<file path="src/rtl/cfg_regs_pkg.sv">
// constants for the converter configuration, monitor, pin and offset register bank
package cfg_regs_pkg;
   // ************************************************************
   // register byte offsets
   // ************************************************************
   localparam logic [3:0] OFF_CONFIG  = 4'h0;
   localparam logic [3:0] OFF_MONITOR = 4'h4;
   localparam logic [3:0] OFF_PINS    = 4'h8;
   localparam logic [3:0] OFF_OFS_A   = 4'hC;
   localparam logic [3:0] OFF_OFS_B   = 4'h0;
   localparam logic [4:0] OFF_OFS_B_W = 5'h10;
   localparam logic [4:0] OFF_SLEEP   = 5'h14;

   // ************************************************************
   // field positions
   // ************************************************************
   localparam int BIT_GAIN_A   = 8;
   localparam int BIT_GAIN_B   = 7;
   localparam int BIT_SO_DIS   = 6;
   localparam int BIT_NOP      = 5;
   localparam int BIT_CS_WAKE  = 4;
   localparam int BIT_SLEEP    = 15;
   localparam int PIN_LSB      = 13;
   localparam int MON_LSB      = 4;

   // ************************************************************
   // reset values and trimmed codes
   // ************************************************************
   localparam logic [15:0] CONFIG_MASK  = 16'h01F0;
   localparam logic [15:0] MONITOR_RST  = 16'h0000;
   localparam logic [15:0] PINS_RST     = 16'hE000;
   localparam logic [15:0] ZERO_CODE    = 16'h0000;
   localparam logic [15:0] TRIM_A_X6    = 16'h999A;
   localparam logic [15:0] TRIM_A_X4    = 16'hAAAB;
   localparam logic [15:0] TRIM_B_X6    = 16'h999A;
   localparam logic [15:0] TRIM_B_X4    = 16'hAAAB;
   localparam logic [2:0]  PINS_REL     = 3'h7;
   localparam int          SYNC_STAGES  = 2;
endpackage : cfg_regs_pkg

</file>
<file path="src/rtl/bit_sync.sv">
// two-stage synchroniser for a group of asynchronous inputs
`timescale 1ns/1ps
module bit_sync #(
   parameter int W = 1
) (
   input  wire logic         CLOCK,
   input  wire logic         RST,
   input  wire logic [W-1:0] din,
   output logic      [W-1:0] dout
);
   logic [W-1:0] meta_q;

   always_ff @(posedge CLOCK or posedge RST) begin
      if (RST) begin
         meta_q <= '0;
         dout   <= '0;
      end else begin
         meta_q <= din;
         dout   <= meta_q;
      end
   end
endmodule : bit_sync

</file>
<file path="src/rtl/cfg_regs.sv">
// register bank: configuration, monitor select, pin control and offset codes
`timescale 1ns/1ps
// Overview of operation
// - group A span change reloads offset A with the matching trimmed code
// - span A defaults zero: zero is six times reference, one four times
// - group B span change reloads offset B with the matching trimmed code
// - span B defaults zero: zero is six times reference, one four times
// - serial-output disable at one keeps serial output high impedance always
// - no-operation bit has no effect and always reads zero
// - wake bit and high wake pin: select rise ends sleep if at most one clock fall
// - wake bit zero never wakes; low wake pin forces normal mode
// - four lowest configuration bits ignore writes and read zero
// - all-zero monitor selection disables monitor pin to high impedance
// - monitor routes exactly one of twelve sources; two of the fourteen route slots stay unrouted
// - invalid monitor patterns are stored but monitor pin forced high impedance
// - pin bits fifteen to thirteen: one releases, zero drives low
// - pin register reads sampled pin levels, not written values
// - every reset sets pin bits to one, register E000h
// - dual supply loads trimmed offset codes by span; single supply zero
// - single supply ignores offset writes and reads zero
// - four separate trimmed constants, one per register per span
// - sleep bypasses shift path, input to output; cleared by hard reset or low wake, kept by soft reset
module cfg_regs (
   input  wire logic        CLOCK,
   input  wire logic        RST,
   input  wire logic [4:0]  AVS_ADDRESS,
   input  wire logic        AVS_READ,
   input  wire logic        AVS_WRITE,
   input  wire logic [31:0] AVS_WRITEDATA,
   input  wire logic [3:0]  AVS_BYTEENABLE,
   output logic      [31:0] AVS_READDATA,
   output logic             AVS_WAITREQUEST,
   input  wire logic        SOFT_RESET,
   input  wire logic        DUAL_SUPPLY,
   input  wire logic        WAKE_PIN,
   input  wire logic        SERIAL_SELECT_N,
   input  wire logic        SERIAL_CLOCK,
   input  wire logic        SERIAL_IN,
   input  wire logic        SHIFT_OUT,
   output logic             SERIAL_OUT,
   output logic             SERIAL_OUT_OE,
   input  wire logic [2:0]  GPIO_IN,
   output logic      [2:0]  GPIO_OUT,
   output logic      [2:0]  GPIO_OE,
   output logic      [13:0] MONITOR_ROUTE,
   output logic             MONITOR_OE,
   output logic             SPAN_A_X4,
   output logic             SPAN_B_X4,
   output logic             SLEEP_ACTIVE
);
   // ************************************************************
   // synchronised pins
   // ************************************************************
   logic [7:0]  sync_in;
   logic [7:0]  sync_out;
   logic        wake_s;
   logic        cs_n_s;
   logic        sclk_s;
   logic        sdi_s;
   logic [2:0]  gpio_s;
   logic        dual_s;

   bit_sync #(
      .W (8)
   ) u_sync (
      .CLOCK (CLOCK),
      .RST   (RST),
      .din   (sync_in),
      .dout  (sync_out)
   );

   // select travels inverted so the synchroniser's reset value reads as deselected: no false rise after reset
   assign sync_in = {DUAL_SUPPLY, GPIO_IN, SERIAL_IN, SERIAL_CLOCK, ~SERIAL_SELECT_N, WAKE_PIN};
   assign wake_s  = sync_out[0];
   assign cs_n_s  = ~sync_out[1];
   assign sclk_s  = sync_out[2];
   assign sdi_s   = sync_out[3];
   assign gpio_s  = sync_out[6:4];
   assign dual_s  = sync_out[7];

   // ************************************************************
   // bus decode
   // ************************************************************
   // single-cycle wait on reads keeps read data registered; writes finish at once
   logic        rd_done_q;
   logic        wr_lo;
   logic        wr_hi;
   logic        wr_cfg;
   logic        wr_mon;
   logic        wr_pin;
   logic        wr_ofa;
   logic        wr_ofb;
   logic        wr_slp;
   logic [15:0] wd;

   assign AVS_WAITREQUEST = AVS_READ & ~rd_done_q;
   assign wr_lo  = AVS_WRITE & AVS_BYTEENABLE[0];
   assign wr_hi  = AVS_WRITE & AVS_BYTEENABLE[1];
   assign wd     = AVS_WRITEDATA[15:0];
   assign wr_cfg = (AVS_ADDRESS == {1'b0, cfg_regs_pkg::OFF_CONFIG});
   assign wr_mon = (AVS_ADDRESS == {1'b0, cfg_regs_pkg::OFF_MONITOR});
   assign wr_pin = (AVS_ADDRESS == {1'b0, cfg_regs_pkg::OFF_PINS});
   assign wr_ofa = (AVS_ADDRESS == {1'b0, cfg_regs_pkg::OFF_OFS_A});
   assign wr_ofb = (AVS_ADDRESS == cfg_regs_pkg::OFF_OFS_B_W);
   assign wr_slp = (AVS_ADDRESS == cfg_regs_pkg::OFF_SLEEP);

   always_ff @(posedge CLOCK or posedge RST) begin
      if (RST) begin
         rd_done_q <= 1'b0;
      end else begin
         rd_done_q <= AVS_READ & ~rd_done_q;
      end
   end

   // ************************************************************
   // supply mode capture
   // ************************************************************
   logic       dual_q;
   logic       dual_seen_q;
   logic [1:0] dual_wait_q;
   logic       soft_q;

   // the flag is taken only once the synchroniser holds the pin's level rather than its reset value
   always_ff @(posedge CLOCK or posedge RST) begin
      if (RST) begin
         dual_q      <= 1'b0;
         dual_seen_q <= 1'b0;
         dual_wait_q <= 2'd0;
      end else if (!dual_seen_q) begin
         if (dual_wait_q == 2'(cfg_regs_pkg::SYNC_STAGES)) begin
            dual_q      <= dual_s;
            dual_seen_q <= 1'b1;
         end else begin
            dual_wait_q <= dual_wait_q + 2'd1;
         end
      end
   end

   always_ff @(posedge CLOCK or posedge RST) begin
      if (RST) begin
         soft_q <= 1'b0;
      end else begin
         soft_q <= SOFT_RESET;
      end
   end

   // ************************************************************
   // configuration register
   // ************************************************************
   logic [15:0] cfg_q;
   logic [15:0] cfg_d;

   // no-operation and reserved bits are masked so they never store
   assign cfg_d = wd & cfg_regs_pkg::CONFIG_MASK & ~(16'h0001 << cfg_regs_pkg::BIT_NOP);

   always_ff @(posedge CLOCK or posedge RST) begin
      if (RST) begin
         cfg_q <= 16'h0000;
      end else if (soft_q) begin
         cfg_q <= 16'h0000;
      end else if (wr_cfg && wr_lo && wr_hi) begin
         cfg_q <= cfg_d;
      end else if (wr_cfg && wr_lo) begin
         cfg_q <= {cfg_q[15:8], cfg_d[7:0]};
      end else if (wr_cfg && wr_hi) begin
         cfg_q <= {cfg_d[15:8], cfg_q[7:0]};
      end
   end

   assign SPAN_A_X4 = cfg_q[cfg_regs_pkg::BIT_GAIN_A];
   assign SPAN_B_X4 = cfg_q[cfg_regs_pkg::BIT_GAIN_B];

   // ************************************************************
   // offset code registers
   // ************************************************************
   logic        span_a_last_q;
   logic        span_b_last_q;
   logic        init_q;
   logic [15:0] ofs_a_q;
   logic [15:0] ofs_b_q;
   logic [15:0] trim_a;
   logic [15:0] trim_b;

   assign trim_a = SPAN_A_X4 ? cfg_regs_pkg::TRIM_A_X4 : cfg_regs_pkg::TRIM_A_X6;
   assign trim_b = SPAN_B_X4 ? cfg_regs_pkg::TRIM_B_X4 : cfg_regs_pkg::TRIM_B_X6;

   always_ff @(posedge CLOCK or posedge RST) begin
      if (RST) begin
         span_a_last_q <= 1'b0;
         span_b_last_q <= 1'b0;
         init_q        <= 1'b1;
      end else begin
         span_a_last_q <= SPAN_A_X4;
         span_b_last_q <= SPAN_B_X4;
         init_q        <= soft_q | ~dual_seen_q;
      end
   end

   always_ff @(posedge CLOCK or posedge RST) begin
      if (RST) begin
         ofs_a_q <= cfg_regs_pkg::ZERO_CODE;
      end else if (!dual_q) begin
         ofs_a_q <= cfg_regs_pkg::ZERO_CODE;
      end else if (init_q || SPAN_A_X4 != span_a_last_q) begin
         ofs_a_q <= trim_a;
      end else if (AVS_WRITE && wr_ofa) begin
         ofs_a_q <= {AVS_BYTEENABLE[1] ? wd[15:8] : ofs_a_q[15:8], AVS_BYTEENABLE[0] ? wd[7:0] : ofs_a_q[7:0]};
      end
   end

   always_ff @(posedge CLOCK or posedge RST) begin
      if (RST) begin
         ofs_b_q <= cfg_regs_pkg::ZERO_CODE;
      end else if (!dual_q) begin
         ofs_b_q <= cfg_regs_pkg::ZERO_CODE;
      end else if (init_q || SPAN_B_X4 != span_b_last_q) begin
         ofs_b_q <= trim_b;
      end else if (AVS_WRITE && wr_ofb) begin
         ofs_b_q <= {AVS_BYTEENABLE[1] ? wd[15:8] : ofs_b_q[15:8], AVS_BYTEENABLE[0] ? wd[7:0] : ofs_b_q[7:0]};
      end
   end

   // ************************************************************
   // monitor select
   // ************************************************************
   logic [15:0] mon_q;
   logic [13:0] mon_route;
   logic        mon_valid;

   always_ff @(posedge CLOCK or posedge RST) begin
      if (RST) begin
         mon_q <= cfg_regs_pkg::MONITOR_RST;
      end else if (soft_q) begin
         mon_q <= cfg_regs_pkg::MONITOR_RST;
      end else if (AVS_WRITE && wr_mon) begin
         mon_q <= {AVS_BYTEENABLE[1] ? wd[15:8] : mon_q[15:8], AVS_BYTEENABLE[0] ? wd[7:0] : mon_q[7:0]};
      end
   end

   mon_decode u_mon (
      .sel    (mon_q[15:cfg_regs_pkg::MON_LSB]),
      .route  (mon_route),
      .enable (mon_valid)
   );

   always_ff @(posedge CLOCK or posedge RST) begin
      if (RST) begin
         MONITOR_ROUTE <= '0;
         MONITOR_OE    <= 1'b0;
      end else begin
         MONITOR_ROUTE <= mon_route;
         MONITOR_OE    <= mon_valid;
      end
   end

   // ************************************************************
   // general pins
   // ************************************************************
   logic [2:0] pin_q;

   always_ff @(posedge CLOCK or posedge RST) begin
      if (RST) begin
         pin_q <= cfg_regs_pkg::PINS_REL;
      end else if (soft_q) begin
         pin_q <= cfg_regs_pkg::PINS_REL;
      end else if (wr_pin && wr_hi) begin
         pin_q <= wd[15:cfg_regs_pkg::PIN_LSB];
      end
   end

   assign GPIO_OUT = 3'b000;
   assign GPIO_OE  = ~pin_q;

   // ************************************************************
   // serial sleep and wake
   // ************************************************************
   logic sleep_q;
   logic cs_n_last_q;
   logic sclk_last_q;
   logic [1:0] falls_q;
   logic cs_rise;

   assign cs_rise = cs_n_s & ~cs_n_last_q;

   always_ff @(posedge CLOCK or posedge RST) begin
      if (RST) begin
         cs_n_last_q <= 1'b1;
         sclk_last_q <= 1'b0;
         falls_q     <= 2'd0;
      end else begin
         cs_n_last_q <= cs_n_s;
         sclk_last_q <= sclk_s;
         if (cs_n_s) begin
            falls_q <= 2'd0;
         end else if (sclk_last_q && !sclk_s && falls_q != 2'd2) begin
            falls_q <= falls_q + 2'd1;
         end
      end
   end

   always_ff @(posedge CLOCK or posedge RST) begin
      if (RST) begin
         sleep_q <= 1'b0;
      end else if (!wake_s) begin
         sleep_q <= 1'b0;
      end else if (AVS_WRITE && wr_slp && wr_hi) begin
         sleep_q <= wd[cfg_regs_pkg::BIT_SLEEP];
      end else if (cs_rise && cfg_q[cfg_regs_pkg::BIT_CS_WAKE] && falls_q < 2'd2) begin
         sleep_q <= 1'b0;
      end
   end

   assign SLEEP_ACTIVE  = sleep_q;
   assign SERIAL_OUT    = sleep_q ? sdi_s : SHIFT_OUT;
   assign SERIAL_OUT_OE = ~cfg_q[cfg_regs_pkg::BIT_SO_DIS] & (sleep_q | ~cs_n_s);

   // ************************************************************
   // read data
   // ************************************************************
   logic [15:0] rd_mux;

   always_comb begin
      rd_mux = 16'h0000;
      if (AVS_ADDRESS == {1'b0, cfg_regs_pkg::OFF_CONFIG}) begin
         rd_mux = cfg_q;
      end else if (AVS_ADDRESS == {1'b0, cfg_regs_pkg::OFF_MONITOR}) begin
         rd_mux = mon_q;
      end else if (AVS_ADDRESS == {1'b0, cfg_regs_pkg::OFF_PINS}) begin
         rd_mux = {gpio_s, 13'h0000};
      end else if (AVS_ADDRESS == {1'b0, cfg_regs_pkg::OFF_OFS_A}) begin
         rd_mux = ofs_a_q;
      end else if (AVS_ADDRESS == cfg_regs_pkg::OFF_OFS_B_W) begin
         rd_mux = ofs_b_q;
      end else if (AVS_ADDRESS == cfg_regs_pkg::OFF_SLEEP) begin
         rd_mux = {sleep_q, 15'h0000};
      end
   end

   always_ff @(posedge CLOCK or posedge RST) begin
      if (RST) begin
         AVS_READDATA <= 32'h0000_0000;
      end else if (AVS_READ) begin
         AVS_READDATA <= {16'h0000, rd_mux};
      end
   end

   // ************************************************************
   // checks
   // ************************************************************
   a_nop_reads_zero: assert property (@(posedge CLOCK) disable iff (RST) !cfg_q[cfg_regs_pkg::BIT_NOP])
      else $error("no-operation bit stored");
   a_reserved_zero: assert property (@(posedge CLOCK) disable iff (RST) cfg_q[3:0] == 4'h0)
      else $error("reserved bits stored");
   a_span_a_reload: assert property (@(posedge CLOCK) disable iff (RST)
      (dual_q && $changed(SPAN_A_X4)) |=> ofs_a_q == $past(trim_a)) else $error("offset A not reloaded");
   a_span_b_reload: assert property (@(posedge CLOCK) disable iff (RST)
      (dual_q && $changed(SPAN_B_X4)) |=> ofs_b_q == $past(trim_b)) else $error("offset B not reloaded");
   a_single_zero: assert property (@(posedge CLOCK) disable iff (RST)
      ##1 !$past(dual_q) |-> ofs_a_q == 16'h0000 && ofs_b_q == 16'h0000) else $error("offset nonzero in single supply");
   a_monitor_off: assert property (@(posedge CLOCK) disable iff (RST)
      mon_q[15:4] == 12'h000 |=> !MONITOR_OE) else $error("monitor driven while disabled");
   a_so_disabled: assert property (@(posedge CLOCK) disable iff (RST)
      cfg_q[cfg_regs_pkg::BIT_SO_DIS] |-> !SERIAL_OUT_OE) else $error("serial out driven while disabled");
   a_pin_drive: assert property (@(posedge CLOCK) disable iff (RST)
      (AVS_WRITE && wr_pin && wr_hi && !soft_q) |=> GPIO_OE == ~$past(wd[15:cfg_regs_pkg::PIN_LSB]) && GPIO_OUT == 3'b000)
      else $error("pin drive mismatch");
   a_wake_low: assert property (@(posedge CLOCK) disable iff (RST) !wake_s |=> !sleep_q)
      else $error("sleep held with wake pin low");
endmodule : cfg_regs

</file>
<file path="src/rtl/mon_decode.sv">
// monitor selection decode into a one-hot source select
`timescale 1ns/1ps
module mon_decode (
   input  wire logic [11:0] sel,
   output logic      [13:0] route,
   output logic             enable
);
   // each documented pattern is a single bit in the upper twelve selection bits;
   // source slots beyond the twelve bits are left unrouted until the full table is known
   always_comb begin
      route  = '0;
      enable = 1'b0;
      for (int i = 0; i < 12; i++) begin
         if (sel == (12'h001 << i)) begin
            route[i] = 1'b1;
            enable   = 1'b1;
         end
      end
   end
endmodule : mon_decode
</file>
<file path="config.mk">
export PLATFORM = sky130hd
export DESIGN_NAME = cfg_regs
export DESIGN_NICKNAME = d
export VERILOG_FILES = /design/src/rtl/cfg_regs_pkg.sv /design/src/rtl/bit_sync.sv /design/src/rtl/cfg_regs.sv /design/src/rtl/mon_decode.sv
export SDC_FILE = /design/constraint.sdc
export NUM_CORES = 1
export LEC_CHECK = 0
export ABC_AREA = 1
export BUFFER_PORTS_ARGS = -buffer_cell sky130_fd_sc_hd__buf_4
export CAP_MARGIN = 20
export CORE_MARGIN = 4
export CORE_UTILIZATION = 52
export DETAILED_ROUTE_END_ITERATION = 10
export PLACE_DENSITY = 0.76
export SLEW_MARGIN = 20
export SYNTH_ARGS = -nofsm -noshare
export SYNTH_HDL_FRONTEND = slang
export SYNTH_SLANG_ARGS = --single-unit
</file>
<file path="constraint.sdc">
create_clock -name CLOCK -period 11.34 [get_ports CLOCK]
set_clock_uncertainty 0.05 [all_clocks]
set_input_delay 2.268 -clock CLOCK [delete_from_list [all_inputs] [get_ports CLOCK]]
set_output_delay 2.268 -clock CLOCK [all_outputs]
set_load 0.01 [all_outputs]
</file>
* Yosys cells after proc, flatten, opt, wreduce, memory -nomap -nowiden *
Index checks and enable logic that the tools add are counted.

storage, ports and cells
  flip-flop bits (word level) = 126
  input port bits = 55
  output and inout bits = 59
  word-level logic and storage cells = 161

cells by class
  add/subtract/negate cells = 2
  magnitude comparators = 1
  equal/unequal tests = 30
  multiplexer cells = 55
  bitwise logic cells = 15
  reductions and logical operators = 32

operator list
  operator                                                                 count
  16-bit two-way mux                                                       18
  1-bit two-way mux                                                        29
  14-bit two-way mux                                                       2
  2-bit AND reduction                                                      9
  8-bit two-way mux                                                        2
  3-bit by 2-bit inequality test with 1-bit output, second input constant  5
  1-bit logical AND                                                        13
  12-bit by 1-bit == test with 1-bit output, second input constant         1
  12-bit by 10-bit == test with 1-bit output, second input constant        1
  12-bit by 11-bit == test with 1-bit output, second input constant        1
  12-bit == test, second input constant                                    1
  12-bit by 2-bit == test with 1-bit output, second input constant         1
  12-bit by 3-bit == test with 1-bit output, second input constant         1
  12-bit by 4-bit == test with 1-bit output, second input constant         1
  12-bit by 5-bit == test with 1-bit output, second input constant         1
  12-bit by 6-bit == test with 1-bit output, second input constant         1
  12-bit by 7-bit == test with 1-bit output, second input constant         1
  12-bit by 8-bit == test with 1-bit output, second input constant         1
  12-bit by 9-bit == test with 1-bit output, second input constant         1
  5-bit by 4-bit == test with 1-bit output, second input constant          2
  5-bit == test, second input constant                                     2
  2-bit nonzero test                                                       4
  1-bit inverter                                                           7
  3-bit two-way mux                                                        2
  other kinds (16)                                                         28

* Depth between registers and ports, before layout *
  depth in word-level cells = 13
  gate-level depth with buffers = 10

* Modules after synthesis *
Synthesis repeated with hierarchy kept, for this count alone.

second synthesis, totals
  cells, all modules = 644
  area, all modules = 5,407.7 µm²

modules (own cells, without submodules)
  module      times used  cells an instance  area an instance (µm²)
  cfg_regs    1           543                4,616.9
  bit_sync    1           17                 404.1
  mon_decode  1           84                 386.6

* Worst setup path after synthesis *
OpenSTA, ideal clock, no wires.

  path type = in2out
  from = input AVS_READ
  to = output AVS_WAITREQUEST
  arrival = 2.730 ns
  data required time = 9.022 ns
  setup slack = 6.292 ns
  stages = 3
  buffers on the path = 1
  cells stage by stage = inv_1 clkbuf_1 nor2_1

on the way
  word-level cells in the longest chain between the ends = 1

RTL lines
  item               line            text
  from (decl)        cfg_regs.sv:27  input wire logic AVS_READ,
  1-bit bitwise AND  cfg_regs.sv:96  assign AVS_WAITREQUEST = AVS_READ & ~rd_done_q;
  to (decl)          cfg_regs.sv:32  output logic AVS_WAITREQUEST,

Every way passes these cells.

* Worst setup path after layout *
Ends and elaborated chain as after synthesis.

==> flow_metrics.env <==
export IMPL_overflow=0
export IMPL_synth_area_leaders="dfrtp_1, nand2_1, inv_1"
export IMPL_post_dp_hpwl_um=9560
export IMPL_synth_seq_cells=114
export IMPL_met3_length_um=1070
export IMPL_wl_met2_um=6350
export IMPL_io_pins=114
export IMPL_dieHeight_um=109
export IMPL_synthToLayoutAreaGrowth_pct=21.6
export IMPL_setup_ws_ns=5.71
export IMPL_wl_met1_um=5550
export IMPL_max_cap_viol_count=0
export IMPL_grt_pass1_wl_um=21800
export IMPL_cts_hold_buf=0
export IMPL_cts_max_level=4
export IMPL_clk_pin_slew_ns=0.05
export IMPL_worst_pin_slew_ns=0.775
export IMPL_globalRouteTotalUtil_pct=24.0
export IMPL_synth_edff_count=0
export IMPL_fmaxAchievable_mhz=178
export IMPL_wl_per_cell_um=15.4
export IMPL_first_global_vias=4495
export IMPL_syn_inst=629
export IMPL_relSlewSlack_pct=48.1
export IMPL_hold_viol_final=0
export IMPL_grt_max_degree=67
export IMPL_place_gp_congestion=0.893
export IMPL_endpoint_kind="primary output"
export IMPL_ff2ff_path_depth=6
export IMPL_io_buffers=74
export IMPL_clk_latency_ns=0.52
export IMPL_ys_types=35
export IMPL_cp_arrival_ns=3.31
export IMPL_ys_warn_count=0
export IMPL_synth_ff_type="dfrtp_1"
export IMPL_hold_start="u_sync.meta_q[1]"
export IMPL_vias=4507
export IMPL_die_x_um=109
export IMPL_power_density_mw_per_mm2=157
export IMPL_core_area_mm2=0.00986
export IMPL_nFillCells=808
export IMPL_drc=0
export IMPL_placed_cells=826
export IMPL_yosys_area_top_type="dfrtp_1"
export IMPL_rsz0062_at_grt="no"
export IMPL_cp_max_fo=22
export IMPL_startpoint_type="primary input"
export IMPL_vias_per_cell=5.26
export IMPL_antenna_found_initial=0
export IMPL_async_reset_ff_share_pct=100
export IMPL_post_cts_buffers=0
export IMPL_start_util_pct=53.9
export IMPL_irDropWorstVdd_uv=91.3
export IMPL_p_leak_nw=3.37
export IMPL_setup_viol=0
export IMPL_fin_nets=769
export IMPL_synth_common_cells="nand2_1, dfrtp_1, inv_1, o21ai_0"
export IMPL_path_class="primary input to primary output"
export IMPL_cts_made_buffers=17
export IMPL_cts_buffer_depth=2
export IMPL_cts_root_buf="clkbuf_8"
export IMPL_fin_crit_ns=5.63
export IMPL_synth_area_per_cell_um2=8.45
export IMPL_insertedDiodeCount=0
export IMPL_hold_ws_ns=0.293
export IMPL_routed_wl_um=13200
export IMPL_syn_area_mm2=0.00531
export IMPL_first_pass_iters=8
export IMPL_cp_required_ns=9.02
export IMPL_cts_sinks=114
export IMPL_post_synth_top_count_cell="nand2_1"
export IMPL_yosys_area_top_type_share_pct=51.3
export IMPL_slew_violations=0
export IMPL_ys_seq_area_share_pct=53.8
export IMPL_hold_path_class="register to register"
export IMPL_outcome="complete, no violations"
export IMPL_rows=36
export IMPL_highest_layer="met4"
export IMPL_pre_cts_ws_ns=5.69
export IMPL_tns_ns=0
export IMPL_drtAntennaViolNets=0
export IMPL_whs_path_depth=0
export IMPL_postLayoutCoreUtil_pct=65.5
export IMPL_drive_gt1_share_pct=20.2
export IMPL_instances_no_fill=857
export IMPL_die_area_mm2=0.0119
export IMPL_r2r_start="dual_q"
export IMPL_crit_start="AVS_READ"
export IMPL_drt_iter0_markers=427
export IMPL_cts_tree="done"
export IMPL_layout_worst_path_cycle_share_pct=49.6
export IMPL_post_cts_resize_count=0
where the power goes:
group          switching [W]  internal [W]  leakage [nW]
sequential        0.00000999      0.000425          1.48
clock               0.000177      0.000319         0.272
combinational      0.0000570     0.0000273          1.62
sequential cells by signal, summed over array words and instances (netlist names), 2 cells and up:
register       cells
cfg_q              4
MONITOR_ROUTE     12
u_sync.dout        8
pin_q              3
dual_wait_q        2
falls_q            2
ofs_a_q           16
ofs_b_q           16
mon_q             16
AVS_READDATA      16
u_sync.meta_q      8
routing by layer:
layer,global-route usage [%],vias up
met5,0,-
met4,8.84,0
met3,5.68,28
met2,37.7,195
met1,32.4,2141
li1,-,2143
area by class of cell:
class / count / area, um^2 / share of cell area (%)
flip-flops and latches: 114 / 2860 / 44.2
clock buffers: 20 / 445 / 6.89
well taps: 133 / 166 / 2.58
inverters: 74 / 280 / 4.34
multi-input cells: 430 / 2040 / 31.5
clock inverters: 11 / 113 / 1.74
repair buffers: 75 / 563 / 8.71
path summary, 6_finish.rpt:
kind / end / slack, ns
worst min register to register: u_sync.dout[1] / 0.29
worst max-delay path: AVS_WAITREQUEST / 5.71
min in group asynchronous: mon_q[8] / 1.86
worst min-delay path: u_sync.dout[1] / 0.29
worst max register to register: ofs_b_q[14] / 9.41
max in group asynchronous: mon_q[11] / 8.25
cell families (layout without fill, tap and decap cells):
kind of cell	Yosys count	count (layout)	share of synthesized area (%)
XOR/XNOR	1	1	0.165
buffers and inverters	105	180	9.30
multiplexers	1	1	0.212
flip-flops	114	114	53.8
AND/OR/NAND/NOR	320	320	27.3
AO/OA/AOI/OAI	85	85	8.66
other	1	21	0.0706
adder cells (fa/ha/maj)	2	2	0.471
worst max-delay path, cell delays in order:
cell    delay, ns
buf_4        0.17
inv_1        0.55
nor2_1       0.14
buf_4        0.19
layout by cell type (no fill, tap or decap), types with 3 or more instances in the layout:
master / synthesis / layout
nand2_1: 204 / 204
dfrtp_1: 109 / 109
buf_4: 22 / 75
inv_1: 64 / 63
o21ai_0: 40 / 40
nand3_1: 32 / 32
nor2_1: 32 / 32
conb_1: 1 / 21
a21oi_1: 18 / 18
clkbuf_16: 0 / 16
nand4_1: 12 / 12
nor3_1: 11 / 11
o22ai_1: 9 / 9
o21ai_1: 9 / 9
inv_2: 8 / 8
nor2_4: 7 / 7
nand2_2: 6 / 6
o211ai_1: 6 / 6
clkinv_2: 0 / 6
nor2_2: 5 / 5
dfstp_2: 5 / 5
nor4_1: 4 / 4
clkbuf_8: 0 / 3
clkinvlp_4: 0 / 3
through the flow:
step	cell area (um^2)	total power (W)
3_3_place_gp	5900	0.000522
5_1_grt	6460	0.00105
2_1_floorplan	5390	0.000496
3_5_place_dp	5900	0.000524
6_report	6460	0.00102
4_1_cts	6460	0.00102
No activity file was read; power rests on OpenSTA's default activity.
